==> config.mk <==
export PLATFORM = sky130hd
export DESIGN_NAME = ssp_port
export DESIGN_NICKNAME = d
export VERILOG_FILES = /design/src/ssp_pkg.sv /design/src/ssp_port.sv
export VERILOG_INCLUDE_DIRS = /design/src /design/src/src
export SDC_FILE = /design/constraint.sdc
export NUM_CORES = 1
export LEC_CHECK = 0
export BUFFER_PORTS_ARGS = -buffer_cell sky130_fd_sc_hd__buf_2
export CORE_ASPECT_RATIO = 0.7
export CORE_MARGIN = 4
export CORE_UTILIZATION = 25
export CTS_CLUSTER_DIAMETER = 150
export DETAILED_ROUTE_END_ITERATION = 10
export SYNTH_ARGS = -nofsm -noshare
export SYNTH_HDL_FRONTEND = slang
export SYNTH_SLANG_ARGS = --single-unit
==> constraint.sdc <==
create_clock -name clk_sys -period 3.3 [get_ports clk_sys]
set_input_delay 0.33 -clock clk_sys [delete_from_list [all_inputs] [get_ports clk_sys]]
set_output_delay 0.33 -clock clk_sys [all_outputs]
set_load 0.1 [all_outputs]
==> src/ssp_defs.svh <==
// Purpose: Constants of the synchronous serial port
// Assumes: 125 MHz system clock
// Notes: Widths, depth, reset values, bit and edge counts and timing limits
`ifndef SSP_DEFS_SVH
`define SSP_DEFS_SVH

// ----------------------------------------
// Data and counts
// ----------------------------------------
`define SSP_BITS 8
`define SSP_BIT_LAST 4'h7
`define SSP_EDGE_LAST 5'h0f
`define SSP_FIFO_DEPTH 8
`define SSP_BYTE_RST 8'h00

// ----------------------------------------
// Timing
// ----------------------------------------
`define SSP_CLK_MHZ 125
`define SSP_MAX_RATE_MBPS 4
`define SSP_MIN_HALF ((`SSP_CLK_MHZ + 2 * `SSP_MAX_RATE_MBPS - 1) / (2 * `SSP_MAX_RATE_MBPS))

`endif

==> src/ssp_pkg.sv <==
// Purpose: Types of the synchronous serial port
// Assumes: Nothing
// Notes: Constants live in ssp_defs.svh
`default_nettype none
package ssp_pkg;

  // ----------------------------------------
  // Master shift clock sequencer
  // ----------------------------------------
  typedef enum logic {
    MS_IDLE,
    MS_RUN
  } ssp_mstate_t;

endpackage

`default_nettype wire

==> src/ssp_port.sv <==
// Purpose: Full-duplex byte serial port, master or slave, with transmit FIFO
// Assumes: All inputs synchronous to clk_sys; shift clock input oversampled
// Notes: Writes enter an 8-word FIFO that loads the shifter when it is free
`timescale 1ns/1ps
`default_nettype none
`include "ssp_defs.svh"

// ----------------------------------------
// Transmit FIFO
// ----------------------------------------
module ssp_fifo #(
  parameter int WIDTH = 8,
  parameter int DEPTH = 8
) (
  // Clock and reset
  input wire logic clk_sys,
  input wire logic rst,
  // Fill side
  input wire logic in_valid,
  output logic in_ready,
  input wire logic [WIDTH-1:0] in_data,
  // Drain side
  output logic out_valid,
  input wire logic out_ready,
  output logic [WIDTH-1:0] out_data
);
  localparam int AW = $clog2(DEPTH);
  logic [WIDTH-1:0] mem [DEPTH];
  logic [AW-1:0] wp_q;
  logic [AW-1:0] rp_q;
  logic [AW:0] cnt_q;
  logic [AW:0] cnt_d;
  logic nfull_q;
  logic empty_q;
  wire push = in_valid & nfull_q;
  wire pop = out_ready & ~empty_q;

  assign cnt_d = cnt_q + (AW+1)'(push) - (AW+1)'(pop);
  assign in_ready = nfull_q;
  assign out_valid = ~empty_q;
  assign out_data = mem[rp_q];

  always_ff @(posedge clk_sys) begin
    if (push) begin
      mem[wp_q] <= in_data;
    end
  end

  always_ff @(posedge clk_sys) begin
    if (rst) begin
      wp_q <= '0;
      rp_q <= '0;
      cnt_q <= '0;
      nfull_q <= 1'b1;
      empty_q <= 1'b1;
    end else begin
      wp_q <= push ? AW'((wp_q + 1'b1) % DEPTH) : wp_q;
      rp_q <= pop ? AW'((rp_q + 1'b1) % DEPTH) : rp_q;
      cnt_q <= cnt_d;
      nfull_q <= (cnt_d != (AW+1)'(DEPTH));
      empty_q <= (cnt_d == '0);
    end
  end
endmodule

// ----------------------------------------
// Serial port
// ----------------------------------------
module ssp_port (
  // Clock and reset
  input wire logic clk_sys,
  input wire logic rst,
  // Control
  input wire logic port_enable,
  input wire logic master_select,
  input wire logic clock_mode_select,
  input wire logic clock_idle_level,
  input wire logic [7:0] clock_divider,
  input wire logic echo_enable,
  input wire logic ready_set,
  input wire logic rx_irq_enable,
  input wire logic tx_irq_enable,
  input wire logic overrun_irq_enable,
  // Transmit stream
  input wire logic wr_valid,
  output logic wr_ready,
  input wire logic [7:0] wr_data,
  // Receive read
  input wire logic rd_strobe,
  output logic [7:0] rd_data,
  // Status
  output logic rx_buffer_full,
  output logic shifter_busy,
  output logic overrun_flag,
  output logic irq,
  // Shift clock pin
  input wire logic shift_clock_in,
  output logic shift_clock_out,
  output logic shift_clock_oe,
  // Data pins
  input wire logic data_pin_a_in,
  output logic data_pin_a_out,
  output logic data_pin_a_oe,
  input wire logic data_pin_b_in,
  output logic data_pin_b_out,
  output logic data_pin_b_oe,
  // Slave select and ready
  input wire logic slave_select_n,
  output logic slave_ready_n_out,
  output logic slave_ready_n_oe
);
  // ----------------------------------------
  // State
  // ----------------------------------------
  ssp_pkg::ssp_mstate_t mst_q;
  logic [7:0] shreg_q;
  logic [7:0] rbuf_q;
  logic [3:0] bitcnt_q;
  logic [4:0] edge_cnt_q;
  logic [7:0] half_cnt_q;
  logic sck_q;
  logic dout_q;
  logic busy_q;
  logic rbf_q;
  logic pend_q;
  logic ovr_q;
  logic txv_q;
  logic echo_q;
  logic rdy_q;
  logic sck_in_q;
  logic ss_n_q;
  logic [7:0] rd_data_q;
  logic a_out_q;
  logic a_oe_q;
  logic b_out_q;
  logic b_oe_q;
  logic sck_out_q;
  logic sck_oe_q;
  logic rdy_out_q;
  logic rdy_oe_q;
  logic irq_q;
  logic fifo_valid;
  logic [7:0] fifo_data;

  // ----------------------------------------
  // Decode
  // ----------------------------------------
  wire is_master = master_select;
  wire slv_sel = port_enable & ~is_master & ~slave_select_n;
  wire ss_fall = slv_sel & ss_n_q;
  wire sample_lead = (clock_mode_select == clock_idle_level);
  wire [7:0] half_len = (clock_divider < 8'(`SSP_MIN_HALF)) ? 8'(`SSP_MIN_HALF) : clock_divider;
  wire half_tick = (mst_q == ssp_pkg::MS_RUN) && (half_cnt_q == 8'h00);
  wire m_lead = half_tick & ~edge_cnt_q[0];
  wire m_trail = half_tick & edge_cnt_q[0];
  wire s_rise = slv_sel & shift_clock_in & ~sck_in_q;
  wire s_fall = slv_sel & ~shift_clock_in & sck_in_q;
  wire s_lead = clock_idle_level ? s_fall : s_rise;
  wire s_trail = clock_idle_level ? s_rise : s_fall;
  wire lead_ev = is_master ? m_lead : s_lead;
  wire trail_ev = is_master ? m_trail : s_trail;
  wire sample_ev = sample_lead ? lead_ev : trail_ev;
  wire out_ev = (sample_lead ? trail_ev : lead_ev) & (bitcnt_q != 4'h0);
  wire din = is_master ? data_pin_b_in : data_pin_a_in;
  wire [7:0] shreg_in = {shreg_q[6:0], din};
  wire done = sample_ev & (bitcnt_q == `SSP_BIT_LAST);
  wire pop = fifo_valid & port_enable & ~busy_q & (bitcnt_q == 4'h0)
    & (mst_q == ssp_pkg::MS_IDLE);
  wire rx_take = done & (~rbf_q | rd_strobe);
  wire pend_take = rd_strobe & pend_q & ~done;
  wire ovr_set = is_master & pop & rbf_q & pend_q & ~rd_strobe;

  // ----------------------------------------
  // Transmit FIFO
  // ----------------------------------------
  ssp_fifo #(
    .WIDTH(`SSP_BITS),
    .DEPTH(`SSP_FIFO_DEPTH)
  ) u_fifo (
    .clk_sys(clk_sys),
    .rst(rst),
    .in_valid(wr_valid),
    .in_ready(wr_ready),
    .in_data(wr_data),
    .out_valid(fifo_valid),
    .out_ready(pop),
    .out_data(fifo_data)
  );

  // ----------------------------------------
  // Master clock sequencer
  // ----------------------------------------
  always_ff @(posedge clk_sys) begin
    if (rst || !port_enable || !is_master) begin
      mst_q <= ssp_pkg::MS_IDLE;
      half_cnt_q <= 8'h00;
      edge_cnt_q <= 5'h00;
      sck_q <= clock_idle_level;
    end else if (pop) begin
      mst_q <= ssp_pkg::MS_RUN;
      half_cnt_q <= half_len - 8'h01;
      edge_cnt_q <= 5'h00;
      sck_q <= clock_idle_level;
    end else if (half_tick) begin
      sck_q <= ~sck_q;
      half_cnt_q <= half_len - 8'h01;
      edge_cnt_q <= edge_cnt_q + 5'h01;
      if (edge_cnt_q == `SSP_EDGE_LAST) begin
        mst_q <= ssp_pkg::MS_IDLE;
      end
    end else if (mst_q == ssp_pkg::MS_RUN) begin
      half_cnt_q <= half_cnt_q - 8'h01;
    end else begin
      sck_q <= clock_idle_level;
    end
  end

  // ----------------------------------------
  // Shifter
  // ----------------------------------------
  always_ff @(posedge clk_sys) begin
    if (rst) begin
      shreg_q <= `SSP_BYTE_RST;
      bitcnt_q <= 4'h0;
      dout_q <= 1'b0;
      echo_q <= 1'b0;
      sck_in_q <= 1'b0;
      ss_n_q <= 1'b1;
    end else begin
      sck_in_q <= shift_clock_in;
      ss_n_q <= slave_select_n;
      if (!port_enable || (!is_master && slave_select_n)) begin
        bitcnt_q <= 4'h0;
        echo_q <= 1'b0;
      end else if (sample_ev) begin
        shreg_q <= shreg_in;
        bitcnt_q <= done ? 4'h0 : bitcnt_q + 4'h1;
        if (bitcnt_q == 4'h0) begin
          echo_q <= ~is_master & ~txv_q & echo_enable;
        end
      end
      if (pop) begin
        shreg_q <= fifo_data;
        dout_q <= fifo_data[7];
      end else if (ss_fall) begin
        dout_q <= shreg_q[7];
      end else if (out_ev) begin
        dout_q <= echo_q ? shreg_q[0] : shreg_q[7];
      end
    end
  end

  // ----------------------------------------
  // Flags and read buffer
  // ----------------------------------------
  always_ff @(posedge clk_sys) begin
    if (rst || !port_enable) begin
      busy_q <= 1'b0;
      rbf_q <= 1'b0;
      pend_q <= 1'b0;
      ovr_q <= 1'b0;
      txv_q <= 1'b0;
    end else begin
      if (done) begin
        busy_q <= 1'b0;
        txv_q <= 1'b0;
      end else if (pop || (sample_ev && bitcnt_q == 4'h0)) begin
        busy_q <= 1'b1;
        txv_q <= txv_q | pop;
      end else if (!is_master && slave_select_n && bitcnt_q != 4'h0) begin
        busy_q <= 1'b0;
        txv_q <= 1'b0;
      end
      if (rx_take) begin
        rbuf_q <= shreg_in;
        rbf_q <= 1'b1;
      end else if (done) begin
        pend_q <= 1'b1;
      end else if (pend_take) begin
        rbuf_q <= shreg_q;
        pend_q <= 1'b0;
      end else if (rd_strobe && !pend_q) begin
        rbf_q <= 1'b0;
      end
      if (ovr_set) begin
        ovr_q <= 1'b1;
      end
    end
  end

  always_ff @(posedge clk_sys) begin
    if (rst) begin
      rd_data_q <= `SSP_BYTE_RST;
    end else if (rd_strobe) begin
      rd_data_q <= rbuf_q;
    end
  end

  // ----------------------------------------
  // Slave ready and interrupt
  // ----------------------------------------
  always_ff @(posedge clk_sys) begin
    if (rst || !port_enable) begin
      rdy_q <= 1'b0;
      irq_q <= 1'b0;
    end else begin
      rdy_q <= ready_set | (rdy_q & ~done);
      irq_q <= (rbf_q & rx_irq_enable) | (~busy_q & tx_irq_enable)
        | (ovr_q & overrun_irq_enable & is_master);
    end
  end

  // ----------------------------------------
  // Pin registers
  // ----------------------------------------
  always_ff @(posedge clk_sys) begin
    if (rst) begin
      a_out_q <= 1'b0;
      a_oe_q <= 1'b0;
      b_out_q <= 1'b0;
      b_oe_q <= 1'b0;
      sck_out_q <= 1'b0;
      sck_oe_q <= 1'b0;
      rdy_out_q <= 1'b1;
      rdy_oe_q <= 1'b0;
    end else begin
      a_out_q <= dout_q;
      a_oe_q <= is_master;
      b_out_q <= dout_q;
      b_oe_q <= slv_sel;
      sck_out_q <= sck_q;
      sck_oe_q <= is_master;
      rdy_out_q <= ~rdy_q;
      rdy_oe_q <= slv_sel;
    end
  end

  assign rd_data = rd_data_q;
  assign rx_buffer_full = rbf_q;
  assign shifter_busy = busy_q;
  assign overrun_flag = ovr_q;
  assign irq = irq_q;
  assign shift_clock_out = sck_out_q;
  assign shift_clock_oe = sck_oe_q;
  assign data_pin_a_out = a_out_q;
  assign data_pin_a_oe = a_oe_q;
  assign data_pin_b_out = b_out_q;
  assign data_pin_b_oe = b_oe_q;
  assign slave_ready_n_out = rdy_out_q;
  assign slave_ready_n_oe = rdy_oe_q;

  // ----------------------------------------
  // Checks
  // ----------------------------------------
  a_burst_start: assert property (@(posedge clk_sys) disable iff (rst)
    pop && is_master |=> mst_q == ssp_pkg::MS_RUN)
    else $error("Master write did not start a burst");
  a_idle_clock: assert property (@(posedge clk_sys) disable iff (rst)
    mst_q == ssp_pkg::MS_IDLE && $stable(clock_idle_level) && !pop ##1
    mst_q == ssp_pkg::MS_IDLE && $stable(clock_idle_level) |-> sck_q == clock_idle_level)
    else $error("Shift clock not at idle level");
  a_disable_clear: assert property (@(posedge clk_sys) disable iff (rst)
    !port_enable |=> !busy_q && !rbf_q && !ovr_q)
    else $error("Disable left a flag set");
  a_overrun_set: assert property (@(posedge clk_sys) disable iff (rst)
    port_enable && is_master && pop && rbf_q && pend_q && !rd_strobe |=> ovr_q)
    else $error("Overrun not flagged");
  a_rbf_fill: assert property (@(posedge clk_sys) disable iff (rst)
    port_enable && done |=> rbf_q)
    else $error("Buffer full not set after transfer");
  a_rbf_clear: assert property (@(posedge clk_sys) disable iff (rst)
    port_enable && rd_strobe && !pend_q && !done |=> !rbf_q)
    else $error("Buffer full not cleared by read");
  a_ready_drop: assert property (@(posedge clk_sys) disable iff (rst)
    port_enable && done && !ready_set |=> !rdy_q ##1 rdy_out_q)
    else $error("Slave ready not released after byte");
  a_slave_release: assert property (@(posedge clk_sys) disable iff (rst)
    slave_select_n ##1 slave_select_n |-> !b_oe_q && !rdy_oe_q)
    else $error("Slave drives while deselected");
  a_resync_count: assert property (@(posedge clk_sys) disable iff (rst)
    port_enable && !is_master && slave_select_n |=> bitcnt_q == 4'h0)
    else $error("Bit count kept across deselect");
  a_irq_write: assert property (@(posedge clk_sys) disable iff (rst)
    port_enable && !busy_q && tx_irq_enable ##1 port_enable |-> irq_q)
    else $error("Write interrupt missing");
  a_busy_write: assert property (@(posedge clk_sys) disable iff (rst)
    port_enable && pop |=> busy_q && shreg_q == $past(fifo_data))
    else $error("Shifter not loaded by write");

endmodule

`default_nettype wire

# --- After elaboration in Yosys (flattened, before gate mapping) ---
# Memory sizes are Yosys's and may differ from the RTL's. A register that Yosys moved wholly into a read port is not among the register bits.
# Cells that the tools add are included.
op_classes:
  addsub: 8
  magnitude_cmp: 1
  n_eq_ne: 8
  mux: 42
  n_bitwise: 52
  reduce_logical: 34
op_table:
  columns: ["op", "count"]
  rows:
  - ["8-bit 2-to-1 mux", 10]
  - ["1-bit AND", 31]
  - ["1-bit 2-to-1 mux", 29]
  - ["1-bit inverter", 16]
  - ["8-bit by 1-bit subtractor with 8-bit output, second input constant", 2]
  - ["2-bit nonzero test", 7]
  - ["4-bit logical NOT", 2]
  - ["8-bit logical NOT", 1]
  - ["8-bit by 5-bit less-than comparator with 1-bit output, second input constant", 1]
  - ["2-bit AND reduction", 4]
  - ["3-bit by 1-bit adder with 3-bit output, second input constant", 2]
  - ["3-bit 2-to-1 mux", 2]
  - ["3-bit AND reduction", 2]
  - ["3-bit nonzero test", 2]
  - ["2-bit OR reduction", 3]
  - ["5-bit by 1-bit adder with 5-bit output, second input constant", 1]
  - ["5-bit by 4-bit equality test with 1-bit output, second input constant", 1]
  - ["1-bit logical AND", 5]
  - ["1-bit bitwise OR", 5]
  - ["4-bit by 1-bit adder with 4-bit output", 1]
  - ["4-bit by 1-bit adder with 4-bit output, second input constant", 1]
  - ["4-bit by 3-bit equality test with 1-bit output, second input constant", 1]
  - ["1-bit logical OR", 4]
  - ["4-bit 2-to-1 mux", 1]
  - ["8 further kinds", 11]
totals:
  register_bits: 71
  ramBits: 64
  in_bits: 33
  elab_cells: 175
  memories: 1
memory_table:
  columns: ["memory", "depth", "width", "read_ports", "rd_clocked_by_memory_dff", "wr", "line", "source"]
  rows:
  - ["u_fifo.mem", 8, 8, 1, 1, 1, "ssp_port.sv:28", "logic [WIDTH-1:0] mem [DEPTH];"]

# --- Longest topological paths before layout ---
# Gate-level depths: netlist (run 1).
depth:
  ltp_word: 14
  mapped_depth: 15
  mapped_depth_nobuf: 13

# --- Hierarchy ---
# From an unflattened synthesis (run 1), not the netlist that was laid out.
hier_totals:
  cells_unflattened: 520
  area_unflattened_um2: 6326.1
by_module_without_submodules:
  columns: ["mod", "n_inst", "cells_each", "area_per_inst_um2", "seq_area_each_um2"]
  rows:
  - ["ssp_fifo", 1, 169, 3163.0, 2222.1]
  - ["ssp_port", 1, 351, 3163.0, 1271.2]

# --- Worst setup path before layout (run 1) ---
# Ideal clock, no wire load.
synth_timing:
  path_type: "register to register"
  from: "register busy_q, in the netlist shifter_busy"
  to: "register u_fifo.empty_q"
  setup_ns: 0.064
  arrival_ns: 2.787
  slack_ns: 0.449
  stages_incl_launch_ff: 12
  path_buffers: 1
  path_cell_list: "dfxtp_1 clkbuf_1 nor4_2 nand2b_1 nand2_1 ha_1 inv_1 fa_1 xnor2_1 nor3b_1 nor2_1 nor2_1"
synth_via:
  elab_chain_cells: 7
synth_lines:
  columns: ["element", "line", "source"]
  rows:
  - ["from (decl)", "ssp_port.sv:123", "logic busy_q;"]
  - ["from (signal assigned)", "ssp_port.sv:258", "busy_q <= 1'b0;"]
  - ["from (signal assigned)", "ssp_port.sv:265", "busy_q <= 1'b0;"]
  - ["from (signal assigned)", "ssp_port.sv:268", "busy_q <= 1'b1;"]
  - ["1-bit inverter", "ssp_port.sv:167", "wire pop = fifo_valid & port_enable & ~busy_q & (bitcnt_q == 4'h0)"]
  - ["1-bit AND (2 in series)", "ssp_port.sv:167", null]
  - ["1-bit AND", "ssp_port.sv:168", "& (mst_q == ssp_pkg::MS_IDLE);"]
  - ["1-bit AND", "ssp_port.sv:36", "wire pop = out_ready & ~empty_q;"]
  - ["4-bit by 1-bit subtractor with 4-bit output", "ssp_port.sv:38", "assign cnt_d = cnt_q + (AW+1)'(push) - (AW+1)'(pop);"]
  - ["4-bit logical NOT", "ssp_port.sv:61", "empty_q <= (cnt_d == '0);"]
  - ["to (signal assigned)", "ssp_port.sv:61", null]
  - ["to (decl)", "ssp_port.sv:34", "logic empty_q;"]
# Every way passes these cells.
# A chain may end at the register's enable or synchronous reset.

# --- Worst setup path in the final report (run 1) ---
layout_timing:
  from: "register bitcnt_q[0]"
  to: "register u_fifo.empty_q"
layout_via:
  elab_chain_cells: 6
layout_lines:
  columns: ["element", "line", "source"]
  rows:
  - ["from (decl)", "ssp_port.sv:118", "logic [3:0] bitcnt_q;"]
  - ["from (signal assigned)", "ssp_port.sv:237", "bitcnt_q <= done ? 4'h0 : bitcnt_q + 4'h1;"]
  - ["4-bit logical NOT", "ssp_port.sv:167", null]
  - ["1-bit AND", "ssp_port.sv:167", null]
  - ["1-bit AND", "ssp_port.sv:168", null]
  - ["1-bit AND", "ssp_port.sv:36", null]
  - ["4-bit by 1-bit subtractor with 4-bit output", "ssp_port.sv:38", null]
  - ["4-bit logical NOT", "ssp_port.sv:61", null]
# Every way passes these cells.

==> results of run 1 <==
## power by group through the flow
stage          registers [mW]  clock network (mW)  logic (mW)
3_5_place_dp             2.06                   0        1.03
5_1_grt                  2.05                1.93        1.13
4_1_cts                  2.03                1.84        1.03
2_1_floorplan            2.14                   0       0.672
6_report                 2.03                1.80        1.02
3_3_place_gp             2.07                   0        1.02
## worst max path at each step
stage,start,endpoint,slack [ns],depth (start not counted)
2_1_floorplan,shifter_busy$_SDFFE_PP0P_,u_fifo.empty_q$_SDFF_PP1_,0.45,11
3_3_place_gp,clock_divider[6],half_cnt_q[6]$_SDFFE_PP0P_,0.47,9
3_5_place_dp,clock_divider[6],half_cnt_q[6]$_SDFFE_PP0P_,0.45,9
4_1_cts,bitcnt_q[0]$_SDFFE_PP0N_,u_fifo.empty_q$_SDFF_PP1_,0.55,12
5_1_grt,half_cnt_q[0]$_SDFFE_PP0P_,rbuf_q[7]$_DFFE_PP_,0.36,7
6_report,bitcnt_q[0]$_SDFFE_PP0N_,u_fifo.empty_q$_SDFF_PP1_,0.57,12
## cells in the final DEF (no fill, tap or decap), types with 3 or more instances in the layout
| master | count |
|---|---|
| sky130_fd_sc_hd__a211oi_1 | 7 |
| sky130_fd_sc_hd__a21oi_1 | 18 |
| sky130_fd_sc_hd__and2_1 | 3 |
| sky130_fd_sc_hd__and3_1 | 3 |
| sky130_fd_sc_hd__buf_2 | 53 |
| sky130_fd_sc_hd__buf_4 | 16 |
| sky130_fd_sc_hd__clkbuf_16 | 18 |
| sky130_fd_sc_hd__clkinv_2 | 6 |
| sky130_fd_sc_hd__dfxtp_1 | 65 |
| sky130_fd_sc_hd__edfxtp_1 | 73 |
| sky130_fd_sc_hd__ha_1 | 12 |
| sky130_fd_sc_hd__inv_1 | 15 |
| sky130_fd_sc_hd__mux2_2 | 12 |
| sky130_fd_sc_hd__mux2i_1 | 26 |
| sky130_fd_sc_hd__mux4_2 | 16 |
| sky130_fd_sc_hd__nand2_1 | 46 |
| sky130_fd_sc_hd__nand2b_1 | 8 |
| sky130_fd_sc_hd__nand3_1 | 7 |
| sky130_fd_sc_hd__nand3b_1 | 5 |
| sky130_fd_sc_hd__nor2_1 | 40 |
| sky130_fd_sc_hd__nor2b_1 | 10 |
| sky130_fd_sc_hd__nor3_1 | 13 |
| sky130_fd_sc_hd__nor3b_1 | 3 |
| sky130_fd_sc_hd__nor4_4 | 3 |
| sky130_fd_sc_hd__o211ai_1 | 9 |
| sky130_fd_sc_hd__o21a_1 | 4 |
| sky130_fd_sc_hd__o21ai_0 | 9 |
| sky130_fd_sc_hd__o31ai_1 | 9 |
| sky130_fd_sc_hd__or3_1 | 3 |
| sky130_fd_sc_hd__or3b_2 | 6 |
| sky130_fd_sc_hd__or4_1 | 7 |
| sky130_fd_sc_hd__xnor2_1 | 6 |
| sky130_fd_sc_hd__xor2_1 | 8 |
## area by class of cell
type / instances / area (µm²)
inverter: 16 / 60.06
clock inverter: 11 / 93.84
multi-input combinational: 324 / 2479
tap: 318 / 397.9
fill: 2369 / 16550
clock buffer: 21 / 471.7
sequential: 138 / 3493
timing repair buffer: 69 / 385.4
## worst min-delay path, stage by stage
cell and delay [ns]:
sky130_fd_sc_hd__buf_2 0.10, sky130_fd_sc_hd__inv_1 0.06, sky130_fd_sc_hd__a21oi_1 0.05
## state kept, by name (all words and copies together) (netlist names), 4 cells and up, named ones only
name / flops
bitcnt_q: 4
edge_cnt_q: 5
half_cnt_q: 8
rbuf_q: 8
rd_data: 8
shreg_q: 8
u_fifo.cnt_q: 4
u_fifo.mem: 64
## metal layers
metal,vias up,part of all wire (%)
li1,2005,-
met1,1902,51
met2,76,43
met3,13,4.6
met4,2,1.2
met5,-,0.050
## cell families after synthesis
group	after synthesis	share of synthesized area, %
XOR/XNOR	14	1.993
adder cells (fa/ha/maj)	13	2.766
multiplexers	54	12.28
AND/OR/NAND/NOR	169	14.79
flip-flops	138	56.78
buffers and inverters	44	3.152
AO/OA/AOI/OAI	74	8.237
## stage by stage
| step | total power [mW] | hold slack (ns) | utilization, % |
|---|---|---|---|
| 2_1_floorplan | 2.816 | 0.3666 | - |
| 3_3_place_gp | 3.087 | 0.4123 | 28.48 |
| 3_5_place_dp | 3.091 | 0.3887 | 28.48 |
| 4_1_cts | 4.907 | 0.1575 | 30.84 |
| 5_1_grt | 5.109 | 0.1792 | 30.84 |
| 6_report | 4.853 | 0.1766 | 30.84 |
==> results.md, run 1 <==
Place:
- During placement, the flow inserted port buffers numbering 53.
- After detailed placement, the total cell area comes to 6815 µm².
- In this run, placement finished with an instance count of between 800 and 900.
- The post-placement worst setup slack is 0.4466 ns.
- The final weighted congestion of routability-driven global placement is 0.8127.
- Detailed placement finished with a half-perimeter wire length of 9926 µm.

Worst hold path:
- In this run the worst hold path is classified as in -> reg.
- The worst hold path startpoint is ready_set.
- The worst hold path terminates at rdy_q$_SDFF_PP0_.
- The number of stages on the worst hold path is 3.

Routing:
- The post-detailed-route via-to-cell ratio is 4.457.
- After detailed routing, the average wire length per cell comes to between 15 and 20 µm.
- The iteration count of the initial detailed-routing pass is 4.
- For this run, design rule violations remaining after detail routing come to 0.
- The overall via count from detail_route is 3998.
- The first routing iteration left about 250 violations.
- The count of nets left with antenna violations after detail routing is 0.
- After detailed routing, the total wire length is around 14000 µm.

Power and ir drop:
- In this run the power density over the cells is around 660 nW/µm².
- The internal power of the cells totals around 3.5 mW.
- The net switching power is 1.394 mW.
- The switching share of power is 28.73%.
- The static power due to leakage is between 2 and 3 nW.
- The clock power share is 37.1%.
- The combinational share of power is 21.1%.
- Across the VDD grid, the largest voltage drop is 0.0003975 V.
- The sequential fraction of design power is 41.8%.

GRT:
- The all-layer global routing usage is between 10% and 20%.
- The layer flagged by global routing as most heavily used is met1.
- The first global-routing pass estimated 22270 µm of wire.
- Summed over all layers, the global routing overflow is 0.
- The number of antenna violations at the first check in global routing was 1.
- The met3 usage is 2.923%.
- The met1 track demand over resource is 16.04%.
- The number of global-route vias before repair is 3882.
- The fraction of met2 tracks used by global routing is 14.43%.
- The largest net degree at the start of global routing is 31.

Clock network:
- In this run the clock root is driven by a sky130_fd_sc_hd__clkbuf_16.
- TritonCTS built the clock tree.
- The number of buffers on the longest clock path is 2.
- The total clock sinks is 138.
- CTS built an H-tree with a depth of 4.
- At the later pin of the worst-skew pair, clock insertion delay measures approximately 0.42 ns.
- The hold buffer count at cts is 0.
- After clock tree synthesis, the repair step resized 0 gates.
- The clock transition at the registers of the reported paths is 0.06 ns.
- The number of clock buffers added by TritonCTS is 17.
- Buffers added to address setup during post-CTS repair amount to 0.

Yosys:
- The number of synthesis warnings is 0.
- Counting every net in the synthesized netlist gives 552.
- Synthesis instantiated 60 different standard cells from the library.
- The cell with the most instances after synthesis is sky130_fd_sc_hd__edfxtp_1.
- The largest total area in the synthesized netlist belongs to sky130_fd_sc_hd__edfxtp_1.
- The post-synthesis cell area is 6152 µm².
- Sorting the synthesized cells by how often they occur yields sky130_fd_sc_hd__edfxtp_1, sky130_fd_sc_hd__dfxtp_1, sky130_fd_sc_hd__nand2_1.
- Synthesis inferred 138 register bits.
- Of all flip-flops after synthesis, the portion carrying an async set or reset was 0%.
- The sequential element share of the synthesized area is 56.78%.
- The number of enable-type register cells in the synthesized netlist is 73.
- The synthesized instance count is 506.
- The average cell area after synthesis is 12.16 µm².
- By area the synthesized netlist is led by sky130_fd_sc_hd__edfxtp_1, sky130_fd_sc_hd__dfxtp_1, sky130_fd_sc_hd__mux4_2, sky130_fd_sc_hd__mux2i_1, sky130_fd_sc_hd__nand2_1.
- In this run the biggest area consumer among cell types represents about 36% of the synthesized area.
- In the synthesized netlist the dominant register cell turns out to be sky130_fd_sc_hd__edfxtp_1.

Finish:
- The area growth from synthesis to layout is 19.97%.
- The count of non-filler cells in the finished layout is 897.
- The antenna diode instance count is 0.
- The final cell area excluding filler cells is 7381 µm².
- The fraction of layout cells with a size suffix above 1 is 24.70%.
- The net total in the final layout is approximately 610.

STA:
- The final hold violation count is 0.
- The post-route fraction of the period consumed by the critical path is 82.88%.
- In this run the tightest slew margin relative to its limit is 30.25%.
- For the final database, setup skew stands at between 0.006 and 0.007 ns.
- For the finished layout, the period the worst path requires is 2.735 ns.
- The post-route setup TNS is 0 ns.
- The worst path meets setup with 0.5650 ns of slack.
- Setup violations remaining at the end of the flow were counted as 0.
- Setup repair after global routing left no endpoint under its margin.
- The pin slew with the least headroom to its limit is 1.038 ns.
- Static timing analysis puts the maximum clock frequency at between 0.3 and 0.4 GHz.
- The count of final max-slew check failures is 0.

Critical path:
- STA puts the critical path data arrival time at 3.04 ns.
- Among cell families on the critical path, the largest total delay comes from simple AND/OR/NAND/NOR gates.
- The worst setup path is launched from a flip-flop.
- Traced cell by cell, the critical path runs through inv_1 -> ha_1 -> or3b_1 -> or4_1 -> nand2_1 -> nand2_1 -> ha_1 -> inv_1 -> fa_1 -> nor3b_1 -> nor2_1 -> nor2_1.
- The number of buffer and inverter instances along the worst setup path is 2.
- STA classifies the critical path endpoint as a flip-flop.
- The critical path class is reg -> reg.
- On the worst path, the slowest cell contributes a delay of roughly 0.53 ns.
- Along the worst path, the maximum fanout reaches 5.
- The capture point of the worst reg-to-reg path is u_fifo.empty_q$_SDFF_PP1_.
- STA puts the critical path data required time at 3.60 ns.
- Among all stages on the critical path, the largest delay is contributed by sky130_fd_sc_hd__or4_1.
- For the worst flop-to-flop path, the logic depth is 12.
- For flop-to-flop paths, the worst setup slack is 0.57 ns.
- The startpoint of the most critical register-to-register path is bitcnt_q[0]$_SDFFE_PP0N_.

Floorplanning:
- The number of top-level pins is 54.
- The chip width is a little under 200 µm.
- Once the floorplan was initialized, standard cells occupied 25.70% of the core.
- The die covers roughly 27000 µm².
- The die is 139.3 µm tall.
- The floorplan has 47 rows.
- The area of the core is about 24000 µm².

Outcome:
- The run finished with clean final reports.

Flow run:
- The tool flagged a number of max-cap violations equal to 0.
Note: power is estimated with default switching activity, not from simulation.
==> inputs of run 2 (changes only) <==
--- a/config.mk
+++ b/config.mk
@@ -6,6 +6,7 @@
 export SDC_FILE = /design/constraint.sdc
 export NUM_CORES = 1
 export LEC_CHECK = 0
+export ABC_AREA = 1
 export BUFFER_PORTS_ARGS = -buffer_cell sky130_fd_sc_hd__buf_2
 export CORE_ASPECT_RATIO = 0.7
 export CORE_MARGIN = 4
==> constraint.sdc (replaced) <==
create_clock -name clk_sys -period 2.6 [get_ports clk_sys]
set_input_delay 0.26 -clock clk_sys [delete_from_list [all_inputs] [get_ports clk_sys]]
set_output_delay 0.26 -clock clk_sys [all_outputs]
set_load 0.1 [all_outputs]
==> run 2 against run 1 <==
Fmax is 15% higher. Via count is 19% higher. Clock power is 27% higher. Sequential cell count stayed put. Sequential power is 29% higher. Power is 31% higher. Combinational power is 41% higher. Synthesized cell count is 39% higher. Core utilization is 0.068 points higher. Cell count is 22% higher.
==> results.md, run 2 <==
Outcome:
- The run finished with clean final reports.

Yosys:
- The number of synthesis warnings is 0.
- Among all flip-flop cells after synthesis, the most frequent one is sky130_fd_sc_hd__edfxtp_1.
- The leading area contributor after synthesis is sky130_fd_sc_hd__edfxtp_1.
- In the synthesized netlist the async set-or-reset flop fraction comes to 0%.
- The synthesized instance count is 703.
- By area the synthesized netlist is led by sky130_fd_sc_hd__edfxtp_1, sky130_fd_sc_hd__dfxtp_1, sky130_fd_sc_hd__nand2_1, sky130_fd_sc_hd__nand3_1, sky130_fd_sc_hd__nor2_1.
- For this run, the register share of the synthesized area comes to 56.20%.
- The number of distinct library cells after synthesis is 40.
- Summing every instance area after synthesis gives 6216 µm².
- Sorting the synthesized cells by how often they occur yields sky130_fd_sc_hd__nand2_1, sky130_fd_sc_hd__nor2_1, sky130_fd_sc_hd__nand3_1.
- The synthesized design contains 73 enable-type register cells.
- The synthesized design contains 138 register bits.
- The synthesized net count is 749.
- The cell with the most instances after synthesis is sky130_fd_sc_hd__nand2_1.
- The area share of the leading cell type in the synthesized netlist is 35.27%.
- The average cell area after synthesis is 8.842 µm².

Critical path:
- Of all nets on the critical path, the largest fanout is 4.
- At the worst endpoint, the arrival time is 2.72 ns.
- STA puts the critical path data required time at 2.94 ns.
- The endpoint type of the worst setup path is a flip-flop.
- The setup path with the least slack is of type reg -> reg.
- The startpoint type of the worst setup path is a flip-flop.

Finish:
- The net total in the final layout is 814.
- The antenna diode instance count is 0.
- The register with the most flip-flops in the layout has 64 of them.
- The final cell area excluding filler cells is 7433 µm².
- The fraction of layout cells with a size suffix above 1 is 16.41%.
- The area growth from synthesis to layout is 19.59%.
- The library cells used most frequently in the layout, excluding fill and tap cells, are sky130_fd_sc_hd__nand2_1, sky130_fd_sc_hd__nor2_1, sky130_fd_sc_hd__nand3_1.
- The count of non-filler cells in the finished layout is 1098.
- Leaving out fill and tap cells, the most frequent cell in the layout is sky130_fd_sc_hd__nand2_1.
- Counting flops per register, the top entry is u_fifo.mem.

Place:
- The post-place instance area is 6878 µm².
- The wire-length estimate of the detail-placed layout is between 10000 and 15000 µm.
- After detailed placement, the design holds a cell count of approximately 1100.
- The final weighted congestion of routability-driven global placement is 0.7812.
- OpenSTA, run right after detailed placement, puts the worst setup slack at ~0.18 ns.
- The count of buffers added on input and output ports is between 50 and 60.

Clock network:
- The clock latency reported for the late side of the worst-skew pair is 0.42 ns.
- After clock tree synthesis, the setup repair step added 0 buffers.
- The CTS buffer count is 17.
- Clock tree synthesis found a total of 138 sinks.
- The number of buffers on the longest clock path is 2.
- The clock transition at the registers of the reported paths is about 0.060 ns.
- The hold buffer count at cts is 0.
- The cell sitting at the root of the clock tree is a sky130_fd_sc_hd__clkbuf_16.
- The TritonCTS clock tree is built.
- The H-tree generated during clock tree synthesis spans 4 levels.

STA:
- The final hold violation count is 0.
- The post-route setup TNS is 0 ns.
- Setup violations remaining at the end of the flow were counted as 0.
- The slack of the critical path is roughly 0.23 ns.
- Setup repair after global routing left no endpoint under its margin.
- At the pin with the least slew margin, the transition time is ~0.76 ns.
- The maximum operating frequency is 0.4214 GHz.
- The count of final max-slew check failures is 0.
- The setup skew after layout is 0.008388 ns.
- The worst path uses 91.27% of the clock period.
- Measured against its own limit, the worst slew margin works out to between 40% and 50%.
- The clock period could shrink to 2.373 ns.

Power and ir drop:
- The static power due to leakage is 2.979 nW.
- Across the VDD grid, the largest voltage drop is ~0.00045 V.
- The power density normalized to cell area is 852.5 nW/µm².
- The total power draw is 6.337 mW.

GRT:
- The largest net degree at the start of global routing is 33.
- The number of global-route vias before repair is 4415.
- The all-layer global routing usage is 10.93%.
- The first-pass GRT wire length is 23630 µm.
- The global route total overflow is 0.
- The number of antenna violations at the first check in global routing came to 0.

Routing:
- The wire length after detailed routing is 14710 µm.
- The overall via count from detail_route is 4758.
- The count of nets left with antenna violations after detail routing is 0.
- The post-detailed-route via-to-cell ratio is 4.333.
- The iteration count of the initial detailed-routing pass is 4.
- After the first detailed-routing iteration, the DRC count stood at approximately 280.
- In the routed design, unresolved DRC markers number 0.
- Dividing the detail-routed wire length by the instance count gives 13.40 µm.

Floorplanning:
- For this design the top-level I/O count stands at 54.
- After floorplanning, the core was divided into 47 placement rows.
- Measured along the y axis, the die boundary spans 139.9 µm.
- The floorplan step defined a die boundary enclosing between 20000 and 30000 µm².
- The initial core utilization is 25.84%.
- The core region is between 20000 and 25000 µm².
- The chip width is 196.5 µm.

Worst hold path:
- The path class of the lowest-slack min-delay path is in -> reg.

Flow run:
- The reported max-cap violation count is 0.
==> run 2: layer usage <==
layer	track usage, %	wire length [µm]	vias up
met5	0	0	-
met4	3.783	146	0
met3	2.232	732	14
met2	15.23	6132	105
met1	16.67	7699	2188
li1	-	-	2451
==> run 2: per-stage QoR <==
stage | hold WS [ns] | util, %
after floorplan | 0.3564 | -
after global placement | 0.4157 | 28.60
after detailed placement | 0.4162 | 28.60
after CTS | 0.06390 | 30.88
after global routing | 0.07340 | 30.91
final | 0.07655 | 30.91
==> run 2: cell type report <==
| type | instances | area [µm²] |
|---|---|---|
| Tap cell | 318 | 397.9 |
| Multi-Input combinational cell | 469 | 2328 |
| Fill cell | 2505 | 16620 |
| Clock inverter | 13 | 121.4 |
| Sequential cell | 138 | 3495 |
| Clock buffer | 18 | 429.2 |
| Inverter | 73 | 276.5 |
| Timing Repair Buffer | 69 | 385.4 |
==> run 2: cell families after synthesis <==
| logic type | Yosys count | share of synthesized area [%] |
|---|---|---|
| AOI/OAI and AO/OA | 85 | 7.166 |
| muxes | 1 | 0.1610 |
| DFF | 138 | 56.20 |
| and+or+nand+nor | 360 | 25.91 |
| buffers and inverters | 96 | 6.421 |
| adders and majority gates | 13 | 2.737 |
| xor gates and xnor gates | 10 | 1.409 |
==> run 2: path summary, 6_finish.rpt <==
check        slack, ns  depth (start not counted)                      endpoint                     start
max reg2reg       0.23                         17     u_fifo.empty_q$_SDFF_PP1_  bitcnt_q[0]$_SDFFE_PP0N_
max               0.23                         17     u_fifo.empty_q$_SDFF_PP1_  bitcnt_q[0]$_SDFFE_PP0N_
min reg2reg       0.42                          1  slave_ready_n_out$_SDFF_PP1_          rdy_q$_SDFF_PP0_
min               0.08                          3             ss_n_q$_SDFF_PP1_            slave_select_n
==> run 2: critical path, cell delays in order (launching register included) <==
cell	delay, ns
sky130_fd_sc_hd__dfxtp_1	0.33
sky130_fd_sc_hd__inv_1	0.08
sky130_fd_sc_hd__ha_1	0.16
sky130_fd_sc_hd__nand3_2	0.12
sky130_fd_sc_hd__inv_2	0.09
sky130_fd_sc_hd__nand3_1	0.11
sky130_fd_sc_hd__inv_2	0.10
sky130_fd_sc_hd__nand2_4	0.05
sky130_fd_sc_hd__nor2_1	0.12
sky130_fd_sc_hd__inv_1	0.07
sky130_fd_sc_hd__nand2_1	0.06
sky130_fd_sc_hd__ha_1	0.15
sky130_fd_sc_hd__inv_1	0.05
sky130_fd_sc_hd__fa_1	0.37
sky130_fd_sc_hd__xnor2_1	0.14
sky130_fd_sc_hd__inv_1	0.08
sky130_fd_sc_hd__nand3_1	0.08
sky130_fd_sc_hd__o21ai_1	0.14
==> run 2: power breakdown <==
group          internal, mW  switching [mW]
clock network          1.32           0.965
registers              2.51           0.107
logic                 0.446           0.997
total                  4.27            2.07
==> run 2: repair_timing <==
item,4_1_cts,5_1_grt
setup endpoints to repair,0,1
resized for setup,0,2
endpoints found under the hold margin,0,0
==> inputs of run 3 (changes only) <==
--- a/config.mk
+++ b/config.mk
@@ -7,7 +7,7 @@
 export NUM_CORES = 1
 export LEC_CHECK = 0
 export ABC_AREA = 1
-export BUFFER_PORTS_ARGS = -buffer_cell sky130_fd_sc_hd__buf_2
+export BUFFER_PORTS_ARGS = -buffer_cell sky130_fd_sc_hd__buf_4
 export CORE_ASPECT_RATIO = 0.7
 export CORE_MARGIN = 4
 export CORE_UTILIZATION = 25
@@ -15,4 +15,5 @@
 export DETAILED_ROUTE_END_ITERATION = 10
 export SYNTH_ARGS = -nofsm -noshare
 export SYNTH_HDL_FRONTEND = slang
+export SYNTH_HIERARCHICAL = 1
 export SYNTH_SLANG_ARGS = --single-unit
==> run 3 against run 2 <==
Combinational power hardly changed. Largest cell class unchanged. Global-route usage shrank 0.38 points. Area after synthesis grew 2.4%. First-iteration DRC count increased by 42%. Register-to-register slack worse by 0.09 ns. Sequential cell count did not move. Clock power up 8.8%.
==> results.md, run 3 <==
Routing:
- The count of nets left with antenna violations once routing finished came out at 0.
- The iteration-0 DRC count of the detailed router is 401.
- Summed over all layers, the routed wires come to between 10000 and 15000 µm.
- The routed length per placed instance is 12.73 µm.
- The post-detailed-route DRC marker count is 0.
- The first TritonRoute pass finished after 5 iterations.
- The overall via count from detail_route is 4852.
- Dividing the detail-routed via count by the number of cells gives between 4 and 5.

Floorplanning:
- The initial core utilization is 25.60%.
- The row count is 48.
- The area of the core is roughly 25000 µm².
- The number of top-level pins is 54.
- The area enclosed by the die boundary is 28120 µm².
- The chip width is 198.7 µm.
- The die height is ~140 µm.

Clock network:
- The clock transition at the registers of the reported paths is 0.07 ns.
- Counting along the longest clock path gives a buffer depth of 2.
- The total clock sinks is ~140.
- The CTS H-tree depth is 4.
- CTS placed an instance of sky130_fd_sc_hd__clkbuf_16 at the clock tree root.
- The CTS buffer count is 17.
- The clock latency reported for the late side of the worst-skew pair is 0.43 ns.
- The hold buffer count at cts is 0.
- TritonCTS built the clock tree.

Yosys:
- The synthesized netlist occupies a cell area of 6366 µm².
- Ranked by total cell area, the synthesized netlist is headed by sky130_fd_sc_hd__edfxtp_1, sky130_fd_sc_hd__dfxtp_1, sky130_fd_sc_hd__nand2_1, sky130_fd_sc_hd__nor2_1, sky130_fd_sc_hd__inv_1.
- Dividing the synthesized area by the synthesized cell count gives around 8.8 µm².
- The number of enable-type register cells in the synthesized netlist is 73.
- Counting instances in the post-synthesis netlist gives the leading cell types as sky130_fd_sc_hd__nand2_1, sky130_fd_sc_hd__nor2_1, sky130_fd_sc_hd__edfxtp_1.
- In the synthesized netlist, the number of instances is ~730.
- The number of synthesis warnings is 6.
- In this run, synthesis produced a sequential element count of 138.
- Summed over all instances, the cell type with the most area after synthesis is sky130_fd_sc_hd__edfxtp_1.
- The async set or reset register ratio after synthesis is 0%.
- The post-synthesis share of cell area spent on full adders, half adders and majority gates is 2.673%.
- The area share of the leading cell type in the synthesized netlist is 34.43%.
- Among all flip-flop cells after synthesis, the most frequent one is sky130_fd_sc_hd__edfxtp_1.
- Synthesis produced a netlist with a net count of 773.
- The cell with the most instances after synthesis is sky130_fd_sc_hd__nand2_1.
- The combinational family with the most area after synthesis is simple AND/OR/NAND/NOR gates.
- The xor-xnor portion of the synthesized cell area is 1.651%.
- Of the post-synthesis cell area, the part taken by muxes is 0%.
- The number of different library cells used by synthesis comes to 40.
- Sequential cells were found to cover 54.87% of the synthesized design area.
- The area fraction in compound gates after synthesis is 9.414%.
- The area share of and/or/nand/nor cells after synthesis is 24.27%.

STA:
- Static timing analysis puts the maximum clock frequency at 0.4059 GHz.
- Dividing the final minimum period by the clock period gives 94.75%.
- The count of final max-slew check failures is 0.
- The hold slack is 0.05954 ns.
- Setup violations remaining at the end of the flow were counted as 0.
- For the finished layout, the period the worst path requires is 2.464 ns.
- The final hold violation count is 0.
- The pin slew with the least headroom to its limit is 0.6082 ns.
- The setup skew after layout is 0.01079 ns.
- Headroom to the max-slew limit came out at between 50% and 60%.

Flow run:
- The reported max-cap violation count is 0.

Power and ir drop:
- Overall power consumption after layout is estimated at 6.448 mW.
- The worst-case vdd ir drop is around 0.00031 V.
- Power spread over the standard cell area amounts to approximately 830 nW/µm².
- The static power due to leakage is 3.156 nW.

Critical path:
- The highest-delay cell along the critical path is sky130_fd_sc_hd__fa_2.
- The startpoint type of the worst setup path is a flip-flop.
- The cell with the most instances on the worst path is sky130_fd_sc_hd__inv_1.
- The worst stage delay on the critical path is approximately 0.37 ns.
- The peak fanout along the critical path is 5.
- STA classifies the critical path endpoint as a flip-flop.
- The worst setup path is of the reg -> reg kind.
- Traced cell by cell, the critical path runs through inv_1 -> ha_2 -> nand2_2 -> nor2_4 -> nand3_4 -> inv_2 -> nand2_4 -> nor2_4 -> inv_1 -> nand2_1 -> ha_2 -> inv_1 -> fa_2 -> xor2_2 -> nand3_1 -> nand3b_1.
- The logic depth of the worst register-to-register path is 16.
- The register-to-register setup slack is 0.14 ns.
- Data on the critical path is required at its endpoint by 2.90 ns.
- The data arrival time of the critical path is about 2.8 ns.

Place:
- The final weighted congestion of routability-driven global placement is 0.7526.
- Detailed placement finished with a half-perimeter wire length of 10290 µm.
- In this run the tool buffered the top-level ports with 53 buffer cells.

Finish:
- The fraction of layout cells with a size suffix above 1 is 18.34%.
- The antenna diode instance count is 0.
- The area growth from synthesis to layout is 22.58%.
- The flip-flop count of the largest register, all copies and words added is 64.
- The library cell used most frequently in the layout, excluding fill and tap cells, is sky130_fd_sc_hd__nand2_1.
- More flip-flops sit in one register than any other, and that register is u_fifo/mem.
- After the last flow step, the layout net total stands at 840.
- In the layout the commonest cells are sky130_fd_sc_hd__nand2_1, sky130_fd_sc_hd__nor2_1, sky130_fd_sc_hd__edfxtp_1.
- Measured on the finished design, the core utilization comes to approximately a third.

GRT:
- For this run, the total global-route usage over all layers was measured as 10.56%.
- The number of global-route vias before repair was approximately 4500.
- The global route total overflow is 0.
- The number of antenna violations at the first check in global routing was 0.
- The first-pass GRT wire length is ~23000 µm.
- The largest net degree at the start of global routing is 34.

Worst hold path:
- The number of stages on the worst hold path is 3.
- The path class of the lowest-slack min-delay path is in -> reg.

Outcome:
- The run finished with clean final reports.
-- run 3: path summary, 6_finish.rpt --
| kind | from | end |
|---|---|---|
| setup / recovery | bitcnt_q[0]$_SDFFE_PP0N_ | u_fifo/in_ready$_SDFF_PP1_ |
| setup reg to reg | bitcnt_q[0]$_SDFFE_PP0N_ | u_fifo/in_ready$_SDFF_PP1_ |
| hold reg to reg | rdy_q$_SDFF_PP0_ | slave_ready_n_out$_SDFF_PP1_ |
| hold / removal | ready_set | rdy_q$_SDFF_PP0_ |
-- run 3: cell families after synthesis --
kind of cell    Yosys count
compound gates          115
xor+xnor                 12
fa+ha+maj                13
buf+inv                  96
flops                   138
simple gates            353
-- run 3: layout make-up --
cell class / instances / area (µm²)
clock buffer: 17 / 425.4
clock inverter: 15 / 200.2
fill: 2595 / 17060
inverter: 74 / 282.8
multi-input combinational: 493 / 2467
sequential: 138 / 3496
tap: 325 / 406.6
timing repair buffer: 70 / 525.5
-- run 3: worst max-delay path: cells and delay by family, from the launching register on --
family	cells	cell delay, ns
XOR/XNOR	1	0.18
adder cells (fa/ha/maj)	3	0.73
buffers and inverters	4	0.29
flip-flops	1	0.34
AND/OR/NAND/NOR	8	0.79
-- run 3: metal layers --
layer  vias up  wire length (µm)  GRT usage, %  share of wire (%)
li1       2512                 -             -                  -
met1      2245              7334         14.52                 51
met2        85              6373         16.22                 44
met3        10               527         2.658                3.7
met4         0               175         3.669                1.2
met5         -                 0             0                  0
-- run 3: what timing repair did --
action / CTS / global route
hold endpoints to repair: 0 / 0
resized for setup: 0 / 10
endpoints found under the setup margin: 0 / 2
buffers inserted: 0 / 2
-- run 3: where the power goes --
| group | internal (mW) | switching [mW] | total [mW] |
|---|---|---|---|
| clock | 1.39 | 1.08 | 2.48 |
| sequential | 2.46 | 0.0835 | 2.54 |
| combinational | 0.467 | 0.961 | 1.43 |
-- run 3: through the flow --
stage                     std cells  setup WS [ns]  TNS (ns)  instance area (µm²)
after global routing           1132       -0.03866  -0.03866                 7804
after floorplan                 727       0.008762         0                 6385
after global placement         1098         0.1482         0                 7132
final                          1132         0.1364         0                 7804
after detailed placement       1098        0.03168         0                 7132
after CTS                      1130       0.005497         0                 7757
